## src/logic/astc_defines.vh

```
`ifndef ASTC_DEFINES_VH
`define ASTC_DEFINES_VH

// ---------------------------------------------------------------------
// register map
// ---------------------------------------------------------------------
// the step register sits at word index 9e; its byte address is four
// times the index so every register stays one aligned word
`define ASTC_STEP_CFG_INDEX 10'h09e
`define ASTC_STEP_CFG_ADDR 12'h278
`define ASTC_SEQ_CTRL_ADDR 12'h004
`define ASTC_SEQ_STAT_ADDR 12'h008

// ---------------------------------------------------------------------
// step configuration fields
// ---------------------------------------------------------------------
`define ASTC_EN_BIT 15
`define ASTC_GAIN_HI 14
`define ASTC_GAIN_LO 13
`define ASTC_RSVD_HI 12
`define ASTC_RSVD_LO 5
`define ASTC_NEG_BIT 4
`define ASTC_POS_HI 3
`define ASTC_POS_LO 0
`define ASTC_INT_SRC_BIT 3

// ---------------------------------------------------------------------
// reset values
// ---------------------------------------------------------------------
`define ASTC_RST_EN 1'b0
`define ASTC_RST_GAIN 2'h0
`define ASTC_RST_NEG 1'b0
`define ASTC_RST_POS 4'he

// ---------------------------------------------------------------------
// gain and input encodings
// ---------------------------------------------------------------------
`define ASTC_GAIN_X1 3'h1
`define ASTC_GAIN_X2 3'h2
`define ASTC_GAIN_X4 3'h4
`define ASTC_NEG_GND 2'h0
`define ASTC_NEG_IN7 2'h1
`define ASTC_NEG_AUTO 2'h2

// ---------------------------------------------------------------------
// timing
// ---------------------------------------------------------------------
`define ASTC_CONV_CYCLES 8'h10

`endif

```

## src/logic/astc_step_config.v

```verilog
// Our own choices: the address map and the APB slave port.
`include "astc_defines.vh"

module astc_step_config #(
    parameter CONV_CYCLES = 8
) (
    input wire i_clock,
    input wire i_rst_n,
    input wire i_psel,
    input wire i_penable,
    input wire i_pwrite,
    input wire [11:0] i_paddr,
    input wire [31:0] i_pwdata,
    output wire [31:0] o_prdata,
    output wire o_pready,
    output wire o_pslverr,
    input wire i_step_reached,
    output reg o_step_skip,
    output reg o_conv_active,
    output reg o_conv_done,
    output reg [2:0] o_conv_gain,
    output reg [3:0] o_conv_positive,
    output reg [1:0] o_conv_negative
);
    // -----------------------------------------------------------------
    // state and storage
    // -----------------------------------------------------------------
    localparam ST_IDLE = 1'b0;
    localparam ST_CONV = 1'b1;

    reg step_fourteen_enable_reg;
    reg [1:0] step_fourteen_gain_select_reg;
    reg step_fourteen_negative_input_reg;
    reg [3:0] step_fourteen_positive_input_reg;
    reg state_reg;
    reg [7:0] count_reg;
    reg [15:0] conversions_reg;
    reg [31:0] prdata_reg;
    reg [31:0] prdata_next;
    reg addr_ok;
    wire [2:0] dec_gain;
    wire [1:0] dec_neg;
    wire dec_internal;
    wire wr_en;
    wire rd_en;
    wire [15:0] step_word;

    // -----------------------------------------------------------------
    // apb slave
    // -----------------------------------------------------------------
    // zero wait states keeps the answer one cycle after setup
    assign wr_en = i_psel & i_penable & i_pwrite;
    assign rd_en = i_psel & ~i_penable & ~i_pwrite;
    assign o_pready = 1'b1;
    assign o_pslverr = i_psel & i_penable & ~addr_ok;
    assign o_prdata = prdata_reg;

    // reserved bits are hard zero, so they can never be written
    assign step_word = {step_fourteen_enable_reg,
                        step_fourteen_gain_select_reg,
                        8'h00,
                        step_fourteen_negative_input_reg,
                        step_fourteen_positive_input_reg};

    // address decode
    always @* begin
        addr_ok = 1'b1;
        prdata_next = 32'h0000_0000;
        if (i_paddr == `ASTC_STEP_CFG_ADDR) begin
            prdata_next = {16'h0000, step_word};
        end else if (i_paddr == `ASTC_SEQ_STAT_ADDR) begin
            prdata_next = {conversions_reg, 15'h0000, state_reg};
        end else begin
            addr_ok = 1'b0;
        end
    end

    // read data captured in setup, presented during access
    always @(posedge i_clock) begin
        if (!i_rst_n) begin
            prdata_reg <= 32'h0000_0000;
        end else if (rd_en) begin
            prdata_reg <= prdata_next;
        end
    end

    // -----------------------------------------------------------------
    // step configuration register
    // -----------------------------------------------------------------
    always @(posedge i_clock) begin
        if (!i_rst_n) begin
            step_fourteen_enable_reg <= `ASTC_RST_EN;
            step_fourteen_gain_select_reg <= `ASTC_RST_GAIN;
            step_fourteen_negative_input_reg <= `ASTC_RST_NEG;
            step_fourteen_positive_input_reg <= `ASTC_RST_POS;
        end else if (wr_en && i_paddr == `ASTC_STEP_CFG_ADDR) begin
            step_fourteen_enable_reg <= i_pwdata[`ASTC_EN_BIT];
            step_fourteen_gain_select_reg <=
                i_pwdata[`ASTC_GAIN_HI:`ASTC_GAIN_LO];
            step_fourteen_negative_input_reg <= i_pwdata[`ASTC_NEG_BIT];
            step_fourteen_positive_input_reg <=
                i_pwdata[`ASTC_POS_HI:`ASTC_POS_LO];
        end
    end

    astc_step_decode u_decode (
        .i_gain_select(step_fourteen_gain_select_reg),
        .i_negative_input(step_fourteen_negative_input_reg),
        .i_positive_input(step_fourteen_positive_input_reg),
        .o_gain(dec_gain),
        .o_neg_sel(dec_neg),
        .o_internal(dec_internal)
    );

    // -----------------------------------------------------------------
    // step execution
    // -----------------------------------------------------------------
    // settings latch at step entry so a write mid-conversion cannot
    // disturb the running conversion
    always @(posedge i_clock) begin
        if (!i_rst_n) begin
            state_reg <= ST_IDLE;
            count_reg <= 8'h00;
            conversions_reg <= 16'h0000;
            o_step_skip <= 1'b0;
            o_conv_active <= 1'b0;
            o_conv_done <= 1'b0;
            o_conv_gain <= `ASTC_GAIN_X1;
            o_conv_positive <= `ASTC_RST_POS;
            o_conv_negative <= `ASTC_NEG_GND;
        end else begin
            o_step_skip <= 1'b0;
            o_conv_done <= 1'b0;
            case (state_reg)
                ST_IDLE: begin
                    if (i_step_reached) begin
                        if (step_fourteen_enable_reg) begin
                            state_reg <= ST_CONV;
                            count_reg <= CONV_CYCLES[7:0];
                            o_conv_active <= 1'b1;
                            o_conv_gain <= dec_gain;
                            o_conv_positive <=
                                step_fourteen_positive_input_reg;
                            o_conv_negative <= dec_neg;
                        end else begin
                            o_step_skip <= 1'b1;
                        end
                    end
                end
                ST_CONV: begin
                    if (count_reg == 8'h01) begin
                        state_reg <= ST_IDLE;
                        o_conv_active <= 1'b0;
                        o_conv_done <= 1'b1;
                        conversions_reg <= conversions_reg + 16'h0001;
                    end else begin
                        count_reg <= count_reg - 8'h01;
                    end
                end
                default: state_reg <= ST_IDLE;
            endcase
        end
    end
endmodule // astc_step_config

```

## src/logic/astc_step_decode.v

```verilog
`include "astc_defines.vh"

// ---------------------------------------------------------------------
// decodes stored step fields into converter settings
// ---------------------------------------------------------------------
module astc_step_decode (
    input wire [1:0] i_gain_select,
    input wire i_negative_input,
    input wire [3:0] i_positive_input,
    output reg [2:0] o_gain,
    output reg [1:0] o_neg_sel,
    output reg o_internal
);
    // gain codes 10 and 11 both give x4
    always @* begin
        case (i_gain_select)
            2'h0: o_gain = `ASTC_GAIN_X1;
            2'h1: o_gain = `ASTC_GAIN_X2;
            default: o_gain = `ASTC_GAIN_X4;
        endcase
    end

    // internal sources pick their own negative input, bit 4 ignored
    always @* begin
        o_internal = i_positive_input[`ASTC_INT_SRC_BIT];
        if (o_internal) begin
            o_neg_sel = `ASTC_NEG_AUTO;
        end else if (i_negative_input) begin
            o_neg_sel = `ASTC_NEG_IN7;
        end else begin
            o_neg_sel = `ASTC_NEG_GND;
        end
    end
endmodule // astc_step_decode

```

## config.mk

```make
export PLATFORM = sky130hd
export DESIGN_NAME = astc_step_config
export DESIGN_NICKNAME = d
export VERILOG_FILES = /design/src/logic/astc_step_config.v /design/src/logic/astc_step_decode.v
export VERILOG_INCLUDE_DIRS = /design/src /design/src/logic
export SDC_FILE = /design/constraint.sdc
export NUM_CORES = 1
export LEC_CHECK = 0
export BUFFER_PORTS_ARGS = -buffer_cell sky130_fd_sc_hd__buf_2
export CELL_PAD_IN_SITES_DETAIL_PLACEMENT = 0
export CELL_PAD_IN_SITES_GLOBAL_PLACEMENT = 2
export CORE_ASPECT_RATIO = 0.8
export CORE_MARGIN = 3
export CORE_UTILIZATION = 31
export DETAILED_ROUTE_END_ITERATION = 10
export GPL_ROUTABILITY_DRIVEN = 0
export PLACE_DENSITY = 0.83
export SLEW_MARGIN = 30
export SYNTH_ARGS = -nofsm -noshare
export SYNTH_HDL_FRONTEND = slang
export SYNTH_SLANG_ARGS = --single-unit
```

## constraint.sdc

```tcl
create_clock -name i_clock -period 6.3 [get_ports i_clock]
set_input_delay 1.89 -clock i_clock [delete_from_list [all_inputs] [get_ports i_clock]]
set_output_delay 1.89 -clock i_clock [all_outputs]
set_load 0.03 [all_outputs]
```

# Yosys cells after proc, flatten, opt, wreduce, memory -nomap -nowiden
# Cells that the tools add are included.
[word_totals] ff_bits=77 word_cells=64
[op_classes] addsub=2 n_eq_ne=8 mux=21 bitwise_logic=11 n_reduce_logical=8
[ops] op="two-way mux 32 bit" count=2
[ops] op="two-way mux 8 bit" count=3
[ops] op="adder 16 x 1 -> 16 bit (second input constant)" count=1
[ops] op="one-hot mux 8 bit (2 select lines)" count=1
[ops] op="== test 12 x 10 -> 1 bit (second input constant)" count=1
[ops] op="== test 12 x 4 -> 1 bit (second input constant)" count=1
[ops] op="two-way mux 1 bit" count=11
[ops] op="AND reduction 3 bit" count=3
[ops] op="== test 8 x 1 -> 1 bit (second input constant)" count=1
[ops] op="subtractor 8 x 1 -> 8 bit (second input constant)" count=1
[ops] op="inequality test 2 bit (second input constant)" count=3
[ops] op="inverter 1 bit" count=6
[ops] op="one-hot mux 3 bit (2 select lines)" count=1
[ops] op="bitwise AND 1 bit" count=5
[ops] op="one-hot mux 1 bit (2 select lines)" count=2
[ops] op="AND reduction 2 bit" count=2
[ops] op="OR reduction 3 bit" count=1
[ops] op="== test 2 x 1 -> 1 bit (second input constant)" count=1
[ops] op="logical NOT 2 bit" count=1
[ops] op="two-way mux 2 bit" count=1
[ops] op="inequality test 2 x 1 -> 1 bit (second input constant)" count=1
[ops] op="logical AND 1 bit" count=1

# Depth between registers and ports, before layout
# Gate-level depths: netlist of run 1.
[logic_depth] word_depth=5 mapped_depth=8

# Modules after synthesis
# From an unflattened synthesis of run 1, not the netlist that was laid out.
[hier_totals] cells_unflattened=299 area_unflattened_um2=2830.2
[modules_own_cells] mod="astc_step_config" instances=1 cells_each=293 area_per_inst_um2=2795.2 seq_area_each_um2=1381.3
[modules_own_cells] mod="astc_step_decode" instances=1 cells_each=6 area_per_inst_um2=35.0 seq_area_each_um2=0.0

# Worst setup path after synthesis of run 1
# OpenSTA, ideal clock, no wires.
[synth_timing] kind="input to output" startpoint="input port i_paddr[1]" endpoint="output port o_pslverr" arrival_time_ns=2.767 required_ns=4.410 slack_ns=1.643 stages=4 path_buffers=0 cell_sequence="nor4b_1 and2_1 o21ai_0 and3_1"
[synth_via] elab_chain_cells=5 word_cells_on_any_way=6 classes_between="2 x eq/ne; 2 x mux; 2 x bitwise"
[synth_rtl] item="from (decl)" line_no="astc_step_config.v:12" text="input wire [11:0] i_paddr,"
[synth_rtl] item="== test 12 x 4 -> 1 bit (no source line)"
[synth_rtl] item="two-way mux 1 bit" line_no="astc_step_config.v:71" text="end else if (i_paddr == `ASTC_SEQ_STAT_ADDR) begin"
[synth_rtl] item="two-way mux 1 bit *" line_no="astc_step_config.v:69" text="if (i_paddr == `ASTC_STEP_CFG_ADDR) begin"
[synth_rtl] item="inverter 1 bit *" line_no="astc_step_config.v:55" text="assign o_pslverr = i_psel & i_penable & ~addr_ok;"
[synth_rtl] item="bitwise AND 1 bit *" line_no="astc_step_config.v:55"
[synth_rtl] item="to (decl)" line_no="astc_step_config.v:16" text="output wire o_pslverr,"
# Mark *: on every way between the ends. The rest lies on a longest branch, timed or not.

# Final worst setup path of run 1
# Ends and elaborated chain as after synthesis.

==> flow_summary.json, run 1 <==
{
  "finalClockSkew_ps": 6.53,
  "drive_gt1_share_pct": 23.2,
  "rsz0062_at_grt": "no",
  "crit_path_max_fanout": 4,
  "gr-usage-all-layers_pct": 12.9,
  "overflow": 0,
  "antenna_found_initial": 0,
  "cts_tree": "done",
  "worstReg2RegStart": "count_reg[2]",
  "post_cts_buffers": 0,
  "crit_type": "primary input to output pin",
  "cp_top_family": "simple AND/OR/NAND/NOR gates",
  "ant_nets": 0,
  "start_util_pct": 32.2,
  "wl_per_cell_um": 13.4,
  "ys_types": 39,
  "max_freq_mhz": 202,
  "synth_cells": 292,
  "grt_pass1_wl_um": 10500,
  "fin_tns_setup_ps": 0,
  "row_count": 30,
  "regToRegEndpoint": "conversions_reg[15]",
  "yosysTopAreaCellShare_pct": 50.1,
  "path_buf_inv": 2,
  "cpMostUsedCell": "buf_2",
  "die_h_um": 90.3,
  "crit_arrival_ps": 3060,
  "hpwlAfterDp_um": 4500,
  "status": "complete, no violations",
  "startpoint": "i_paddr[1]",
  "leakagePower_uw": 0.00140,
  "dr_wl_met2_um": 2690,
  "hold_path.class": "register to register",
  "grt_max_degree": 36,
  "final_cell_mix": "dfxtp_1 (69), buf_2 (62), a22o_1 (24), nand2_1 (24), a21oi_1 (23)",
  "top_layer": "met4",
  "synth-async-reset-ratio_pct": 0,
  "cp_cell_sequence": "buf_2, nor4b_1, and2_1, o21ai_0, and3_1, buf_2",
  "cts_made_buffers": 9,
  "post_cts_resized": 0,
  "p_sw_uw": 178,
  "yosys.area.top_type": "dfxtp_1",
  "drtIter0Drc": 84,
  "slew_violations": 0,
  "floorplan.die_area_um2": 10100,
  "cp-endpoint": "o_pslverr",
  "cpPeakStageDelay_ps": 380,
  "wl_um": 6240,
  "max_cap_violations": 0,
  "ir_worst_vdd_v": 0.000154,
  "clk_latency_ps": 340,
  "endpoint_kind": "output pin",
  "ys.flop_type": "dfxtp_1",
  "maxSlewHeadroom_pct": 57.5,
  "p_clk_share_pct": 45.4,
  "h-tree-depth": 3,
  "pwr-share-seq_pct": 51.2,
  "worst_pin_slew_ps": 631,
  "viasPerCell": 4.89,
  "start_kind": "primary input",
  "required_ps": 4410,
  "power_density_nw_per_um2": 256,
  "cts.clk_slew.worst_paths_ps": 60,
  "cts_num_sinks": 69,
  "ys_warn_count": 0,
  "ioPinCount": 96,
  "finalCriticalPeriod_ps": 4950,
  "pwr-share-comb_pct": 3.4,
  "postLayoutCoreUtil_pct": 38.8,
  "wl_met1_um": 3140,
  "swShare_pct": 20.9,
  "nets": 402,
  "fillCellCount": 886,
  "wl_met3_um": 298,
  "synthesis.area_um2": 2760,
  "synth-seq-cells": 69,
  "crit_path_top_delay_cell": "nor4b_1",
  "largest_reg_flops": 24,
  "fp.coreArea_um2": 8560,
  "r2r_setup_slack_ps": 4020,
  "p_int_uw": 674,
  "seq_area_frac_synth_pct": 50.1,
  "ctsHoldBuffers": 0,
  "drt-pass1-iter-count": 4,
  "worstSetupPathDepth": 6,
  "finalSetupViolCount": 0,
  "avgSynthCellArea_um2": 9.44,
  "worstRegToRegCells": 4,
  "fin_crit_sh_pct": 78.6,
  "synth_area_leaders": "dfxtp_1 (50%), a22o_1 (7.6%), a21oi_1 (4.2%)",
  "diodes": 0,
  "io_buffers": 62,
  "vias": 2272,
  "layout_commonest_cell": "dfxtp_1",
  "post-route-drc-count": 0,
  "grt_pass1_vias": 2158,
  "area_growth_pct": 20.6,
  "cts_root_buffer": "clkbuf_8",
  "chipWidth_um": 111,
  "cts_buffer_depth": 2,
  "synth_edf_count": 0,
  "hold_viol": 0
}
layout make-up:
| cell class | count | area, um^2 | share of cell area [%] |
|---|---|---|---|
| Clock buffer | 10 | 138 | 4.14 |
| Clock inverter | 5 | 75.1 | 2.26 |
| Inverter | 6 | 22.5 | 0.677 |
| Multi-Input combinational cell | 199 | 1240 | 37.4 |
| Sequential cell | 69 | 1380 | 41.6 |
| Tap cell | 112 | 140 | 4.22 |
| Timing Repair Buffer | 64 | 325 | 9.79 |
stage by stage:
stage,std cells,power [uW],setup WS [ps],hold WS [ps],instance area [um^2]
after global routing,465,889,1270,483,3320
after global placement,450,475,1350,441,3110
after floorplan,299,468,1640,444,2780
after CTS,465,866,1340,459,3320
after detailed placement,450,476,1350,447,3110
final,465,852,1350,458,3320
how the worst min path moves through the flow:
stage,from,endpoint,slack [ps],cells past startpoint
detailed placement,o_conv_gain[2],o_conv_gain[2],450,2
finish,o_conv_gain[2],o_conv_gain[2],460,2
CTS,o_conv_gain[2],o_conv_gain[2],460,2
global route,o_conv_positive[0],o_conv_positive[0],480,2
floorplan,step_fourteen_positive_input_reg[0],o_conv_positive[0],440,2
global placement,o_conv_gain[1],o_conv_gain[1],440,2
per-layer routing:
layer  vias to the layer above  global-route usage, %
met4                         0                   4.96
met5                         -                      0
met3                        11                   5.02
li1                       1156                      -
met2                        47                   19.4
met1                      1058                   16.5
power groups by stage:
stage	logic, uW	clock network (uW)	registers [uW]
finish	29.0	387	436
global route	32.1	421	436
CTS	29.3	401	436
detailed placement	29.3	0	446
global placement	28.9	0	446
floorplan	20.5	0	447
Yosys cell counts, types with 4 or more instances:
cell type and number:
nand4_1 5, a21oi_1 23, inv_1 5, and4_1 4, buf_4 9, xnor2_1 6
nand2_1 24, xor2_1 5, nand3_1 11, nor2_1 20, nor3_1 4, nor4_1 7
o21ai_0 11, mux2i_1 9, a22o_1 24, dfxtp_1 69, clkbuf_1 13, or3_1 9
worst register-to-register path, cell delays in order, from the launching register on:
cell and delay, ps:
dfxtp_1 370, or4_4 640, or4_1 680, or3_1 390, a21oi_1 140
kinds of logic (layout without fill, tap and decap cells):
logic type / count (synthesis) / in the layout / synth area share [%]
flops: 69 / 69 / 50.1
xor+xnor: 11 / 11 / 3.50
compound gates: 63 / 63 / 15.3
other cells: 2 / 9 / 0.272
mux: 9 / 9 / 3.27
fa+ha+maj: 3 / 3 / 1.36
simple gates: 104 / 104 / 20.5
buf+inv: 31 / 85 / 5.76
No activity file was read; power rests on OpenSTA's default activity.
==> run 2: changes to the inputs <==
--- a/config.mk
+++ b/config.mk
@@ -11,10 +11,10 @@
 export CELL_PAD_IN_SITES_GLOBAL_PLACEMENT = 2
 export CORE_ASPECT_RATIO = 0.8
 export CORE_MARGIN = 3
-export CORE_UTILIZATION = 31
+export CORE_UTILIZATION = 26
 export DETAILED_ROUTE_END_ITERATION = 10
 export GPL_ROUTABILITY_DRIVEN = 0
-export PLACE_DENSITY = 0.83
+export PLACE_DENSITY = 0.74
 export SLEW_MARGIN = 30
 export SYNTH_ARGS = -nofsm -noshare
 export SYNTH_HDL_FRONTEND = slang
==> constraint.sdc (replaced) <==
create_clock -name i_clock -period 4.07 [get_ports i_clock]
set_input_delay 1.221 -clock i_clock [delete_from_list [all_inputs] [get_ports i_clock]]
set_output_delay 1.221 -clock i_clock [all_outputs]
set_load 0.03 [all_outputs]
==> flow_summary.json, run 2 (synthesized netlist as in run 1, its figures left out) <==
{
  "status": "complete, no violations",
  "pwr-share-comb_pct": 2.8,
  "place_ws_ps": 503,
  "grt_pass1_wl_um": 10200,
  "p_sw_uw": 320,
  "post_cts_resized": 0,
  "die_h_um": 98.1,
  "grt_max_degree": 36,
  "overflow": 0,
  "slew_violations": 0,
  "p_clk_share_pct": 55.6,
  "io_buffers": 62,
  "required_ps": 2850,
  "leakagePower_uw": 0.00146,
  "crit_type": "primary input to output pin",
  "finalSetupViolCount": 0,
  "crit_path_max_fanout": 4,
  "max_cap_violations": 0,
  "post-route-drc-count": 0,
  "crit_arrival_ps": 2340,
  "viasPerCell": 4.52,
  "hold_path.class": "register to register",
  "finalCriticalPeriod_ps": 3560,
  "hold_viol": 0,
  "max_freq_mhz": 281,
  "row_count": 32,
  "ctsHoldBuffers": 0,
  "finalClockSkew_ps": 6.74,
  "nets": 402,
  "final_area_um2": 3490,
  "wl_um": 6360,
  "fin_crit_sh_pct": 87.5,
  "start_kind": "primary input",
  "chipWidth_um": 121,
  "vias": 2213,
  "antenna_found_initial": 0,
  "swShare_pct": 19.7,
  "clk_latency_ps": 330,
  "maxSlewHeadroom_pct": 57.8,
  "postLayoutSetupSlackWorst_ps": 509,
  "drtIter0Drc": 77,
  "worst_pin_slew_ps": 626,
  "placed_area_um2": 3140,
  "cts_num_sinks": 69,
  "gr-usage-all-layers_pct": 10.9,
  "endpoint_kind": "output pin",
  "hpwlAfterDp_um": 4590,
  "cts_buffer_depth": 2,
  "ant_nets": 0,
  "power_density_nw_per_um2": 466,
  "whs_ps": 454,
  "power_uw": 1630,
  "fp.coreArea_um2": 9970,
  "grt_pass1_vias": 1980,
  "area_growth_pct": 26.6,
  "ir_worst_vdd_v": 0.000182,
  "cts_root_buffer": "clkbuf_16",
  "final_cell_mix": "dfxtp_1 (69), buf_2 (62), a22o_1 (24), nand2_1 (24), a21oi_1 (23)",
  "layout_commonest_cell": "dfxtp_1",
  "fin_tns_setup_ps": 0,
  "floorplan.die_area_um2": 11900,
  "cts.clk_slew.worst_paths_ps": 60,
  "p_int_uw": 1310,
  "cts_tree": "done",
  "wl_per_cell_um": 13.0,
  "h-tree-depth": 3,
  "ioPinCount": 96,
  "post_cts_buffers": 0,
  "largest_reg_flops": 24,
  "drive_gt1_share_pct": 23.2,
  "rsz0062_at_grt": "no",
  "start_util_pct": 27.6,
  "diodes": 0,
  "cts_made_buffers": 9,
  "pwr-share-seq_pct": 41.6,
  "drt-pass1-iter-count": 4
}
run 2: changes by cell type in the layout (fill, tap and decap cells not counted):
cell,previous run,this run
clkinv_2,3,0
clkinvlp_4,0,1
bufinv_16,2,3
clkbuf_1,0,1
clkbuf_16,0,9
inv_6,0,1
clkbuf_8,10,1
run 2: cell type report:
cell class                 count  area, um^2
clock inverter                 5         106
clock buffer                  11         243
inverter                       6        22.5
fill                        1038        6480
sequential                    69        1380
timing repair buffer          64         325
tap                          136         170
multi-input combinational    199        1240
run 2: path summary, 6_finish.rpt:
check | start | end | slack (ps) | cells after the start
max | i_paddr[1] | o_pslverr | 510 | 6
min | o_conv_gain[2] | o_conv_gain[2] | 450 | 2
max reg2reg | count_reg[2] | conversions_reg[13] | 1830 | 4
min reg2reg | o_conv_gain[2] | o_conv_gain[2] | 450 | 2
run 2: per-layer routing:
layer  global-route usage, %  share of wire [%]  wire, um  vias to the layer above
li1                        -                  -         -                     1164
met1                    15.2                 50      3210                     1000
met2                    15.6                 43      2720                       42
met3                    4.23                5.8       369                        7
met4                    3.40               0.96        61                        0
met5                       0                  0         0                        -
run 2: stage by stage:
stage / util, % / instances
after global routing: 35.0 / 490
after floorplan: - / 299
after CTS: 35.0 / 490
final: 35.0 / 490
after detailed placement: 31.5 / 474
after global placement: 31.5 / 474
run 2: worst max-delay path, stage by stage:
cell and delay (ps):
buf_2 90, nor4b_1 350, and2_1 230, o21ai_0 90
and3_1 190, buf_2 170
run 2: power groups by stage:
stage	Sequential (uW)	Clock [uW]	Combinational, uW
final	676	905	45.5
after global routing	676	953	49.9
after CTS	676	929	45.5
after detailed placement	691	0	45.6
after global placement	691	0	45.2
after floorplan	692	0	31.7
==> run 3: changes to the inputs <==
--- a/config.mk
+++ b/config.mk
@@ -6,15 +6,17 @@
 export SDC_FILE = /design/constraint.sdc
 export NUM_CORES = 1
 export LEC_CHECK = 0
+export ABC_AREA = 1
 export BUFFER_PORTS_ARGS = -buffer_cell sky130_fd_sc_hd__buf_2
 export CELL_PAD_IN_SITES_DETAIL_PLACEMENT = 0
 export CELL_PAD_IN_SITES_GLOBAL_PLACEMENT = 2
 export CORE_ASPECT_RATIO = 0.8
 export CORE_MARGIN = 3
-export CORE_UTILIZATION = 26
+export CORE_UTILIZATION = 25
 export DETAILED_ROUTE_END_ITERATION = 10
 export GPL_ROUTABILITY_DRIVEN = 0
-export PLACE_DENSITY = 0.74
+export PLACE_DENSITY = 0.75
+export REMOVE_ABC_BUFFERS = 1
 export SLEW_MARGIN = 30
 export SYNTH_ARGS = -nofsm -noshare
 export SYNTH_HDL_FRONTEND = slang
==> flow_summary.json, run 3 <==
{
  "cts_made_buffers": 9,
  "fillCellCount": 1376,
  "diodes": 0,
  "cts_num_sinks": 69,
  "required_ps": 2850,
  "ys_types": 29,
  "drtIter0Drc": 133,
  "crit_arrival_ps": 2190,
  "r2r_setup_slack_ps": 1780,
  "start_kind": "primary input",
  "ir_worst_vdd_v": 0.000171,
  "largest_reg_flops": 24,
  "yosysTopAreaCellShare_pct": 43.5,
  "wl_um": 8570,
  "io_buffers": 62,
  "nets": 557,
  "vias": 2971,
  "grt_pass1_wl_um": 14400,
  "yosys-top-cells-count": "nand2_1 (119), dfxtp_1 (69), nor2_1 (55)",
  "power_density_nw_per_um2": 398,
  "post_cts_resized": 0,
  "avgSynthCellArea_um2": 7.16,
  "register_area_um2": 1380,
  "crit_type": "primary input to output pin",
  "die_h_um": 107,
  "fp.coreArea_um2": 12300,
  "worst_pin_slew_ps": 821,
  "seq_area_frac_synth_pct": 43.5,
  "maxSlewHeadroom_pct": 45.1,
  "whs_path_depth": 2,
  "multiInputGateArea_um2": 1580,
  "post-route-drc-count": 0,
  "finalClockSkew_ps": 7.48,
  "cts_tree": "done",
  "viasPerCell": 4.37,
  "worstReg2RegStart": "state_reg",
  "endpoint_kind": "output pin",
  "fin_tns_setup_ps": 0,
  "chipWidth_um": 132,
  "area_growth_pct": 23.7,
  "ctsHoldBuffers": 0,
  "rsz0062_at_grt": "no",
  "drt-pass1-iter-count": 4,
  "ys_warn_count": 0,
  "dp.cells": 664,
  "cts.clk_slew.worst_paths_ps": 60,
  "finalSetupViolCount": 0,
  "worstRegToRegCells": 5,
  "hold_path_end": "o_prdata[21]",
  "floorplan.die_area_um2": 14100,
  "row_count": 36,
  "status": "complete, no violations",
  "ioPinCount": 96,
  "grt_max_degree": 37,
  "finalNonFillerCells": 680,
  "power_uw": 1560,
  "synth_area_leaders": "dfxtp_1 (43%), nand2_1 (14%), a21oi_1 (7.4%)",
  "grt_pass1_vias": 2921,
  "drive_gt1_share_pct": 19.6,
  "final_cell_mix": "nand2_1 (119), dfxtp_1 (69), buf_2 (62)",
  "yosys.area.top_type": "dfxtp_1",
  "synth-async-reset-ratio_pct": 0,
  "cts_buffer_depth": 2,
  "antenna_found_initial": 0,
  "ant_nets": 0,
  "layout_commonest_cell": "nand2_1",
  "max_freq_mhz": 293,
  "yosysMostFrequentCell": "nand2_1",
  "startpoint": "i_paddr[11]",
  "fin_crit_sh_pct": 83.7,
  "hpwlAfterDp_um": 6080,
  "wl_per_cell_um": 12.6,
  "synthesis.area_um2": 3180,
  "cts_root_buffer": "clkbuf_16",
  "regToRegEndpoint": "conversions_reg[15]",
  "synth_edf_count": 0,
  "hold_path.class": "register to register",
  "h-tree-depth": 3,
  "postLayoutCoreUtil_pct": 32.0,
  "gr-usage-all-layers_pct": 12.6,
  "start_util_pct": 25.8,
  "hold_viol": 0,
  "max_cap_violations": 0,
  "leakagePower_uw": 0.00165,
  "clk_latency_ps": 330,
  "crit_path_max_fanout": 4,
  "holdCritStartpoint": "o_prdata[21]",
  "finalCriticalPeriod_ps": 3410,
  "ys.flop_type": "dfxtp_1",
  "synth-seq-cells": 69,
  "slew_violations": 0,
  "synth_cells": 444,
  "overflow": 0,
  "post_cts_buffers": 0
}
==> run 3: worst max-delay path, stage by stage <==
cell and delay [ps]:
buf_2 100, nor2_1 100, nor3b_4 320, nand2_4 120
nand3_1 90, a21oi_1 40, buf_2 190
==> run 3: stage by stage <==
step / cell area (um^2) / hold WS (ps) / worst slack (ps)
after floorplan: 3070 / 439 / 669
after global routing: 3930 / 479 / 552
after global placement: 3620 / 451 / 664
final: 3930 / 460 / 663
after detailed placement: 3620 / 451 / 653
after CTS: 3930 / 464 / 649
==> run 3: kinds of logic after synthesis <==
kind of cell	count (synthesis)	synth area share (%)
and+or+nand+nor	241	34.6
adders and majority gates	3	1.18
other	2	0.236
AOI/OAI and AO/OA	71	11.4
buffers and inverters	52	7.52
xor gates and xnor gates	6	1.65
DFF	69	43.5
==> run 3: layout make-up <==
type | count | share of cell area [%]
inverters | 28 | 2.67
clock inverters | 7 | 2.10
repair buffers | 66 | 8.65
well taps | 171 | 5.44
flip-flops and latches | 69 | 35.1
clock buffers | 9 | 5.73
multi-input cells | 330 | 40.3
==> run 3: worst max-delay path by stage <==
stage | end | slack (ps)
floorplan | o_pslverr | 670
CTS | o_pslverr | 650
global route | o_pslverr | 550
global placement | o_pslverr | 660
detailed placement | o_pslverr | 650
finish | o_pslverr | 660
==> run 3: routing by layer <==
metal  vias to the layer above  global-route usage (%)  wire length, um
met3                        12                    3.71              437
met1                      1323                    17.6             4600
li1                       1566                       -                -
met5                         -                       0                0
met2                        70                    18.9             3440
met4                         0                    3.82               93
==> run 3: power by group <==
group          total (uW)  switching, uW  leakage (uW)  internal [uW]
registers             682           2.32      0.000557            679
clock network         813            329      0.000145            484
logic                69.4           51.0      0.000953           18.5
total                1560            382       0.00165           1180
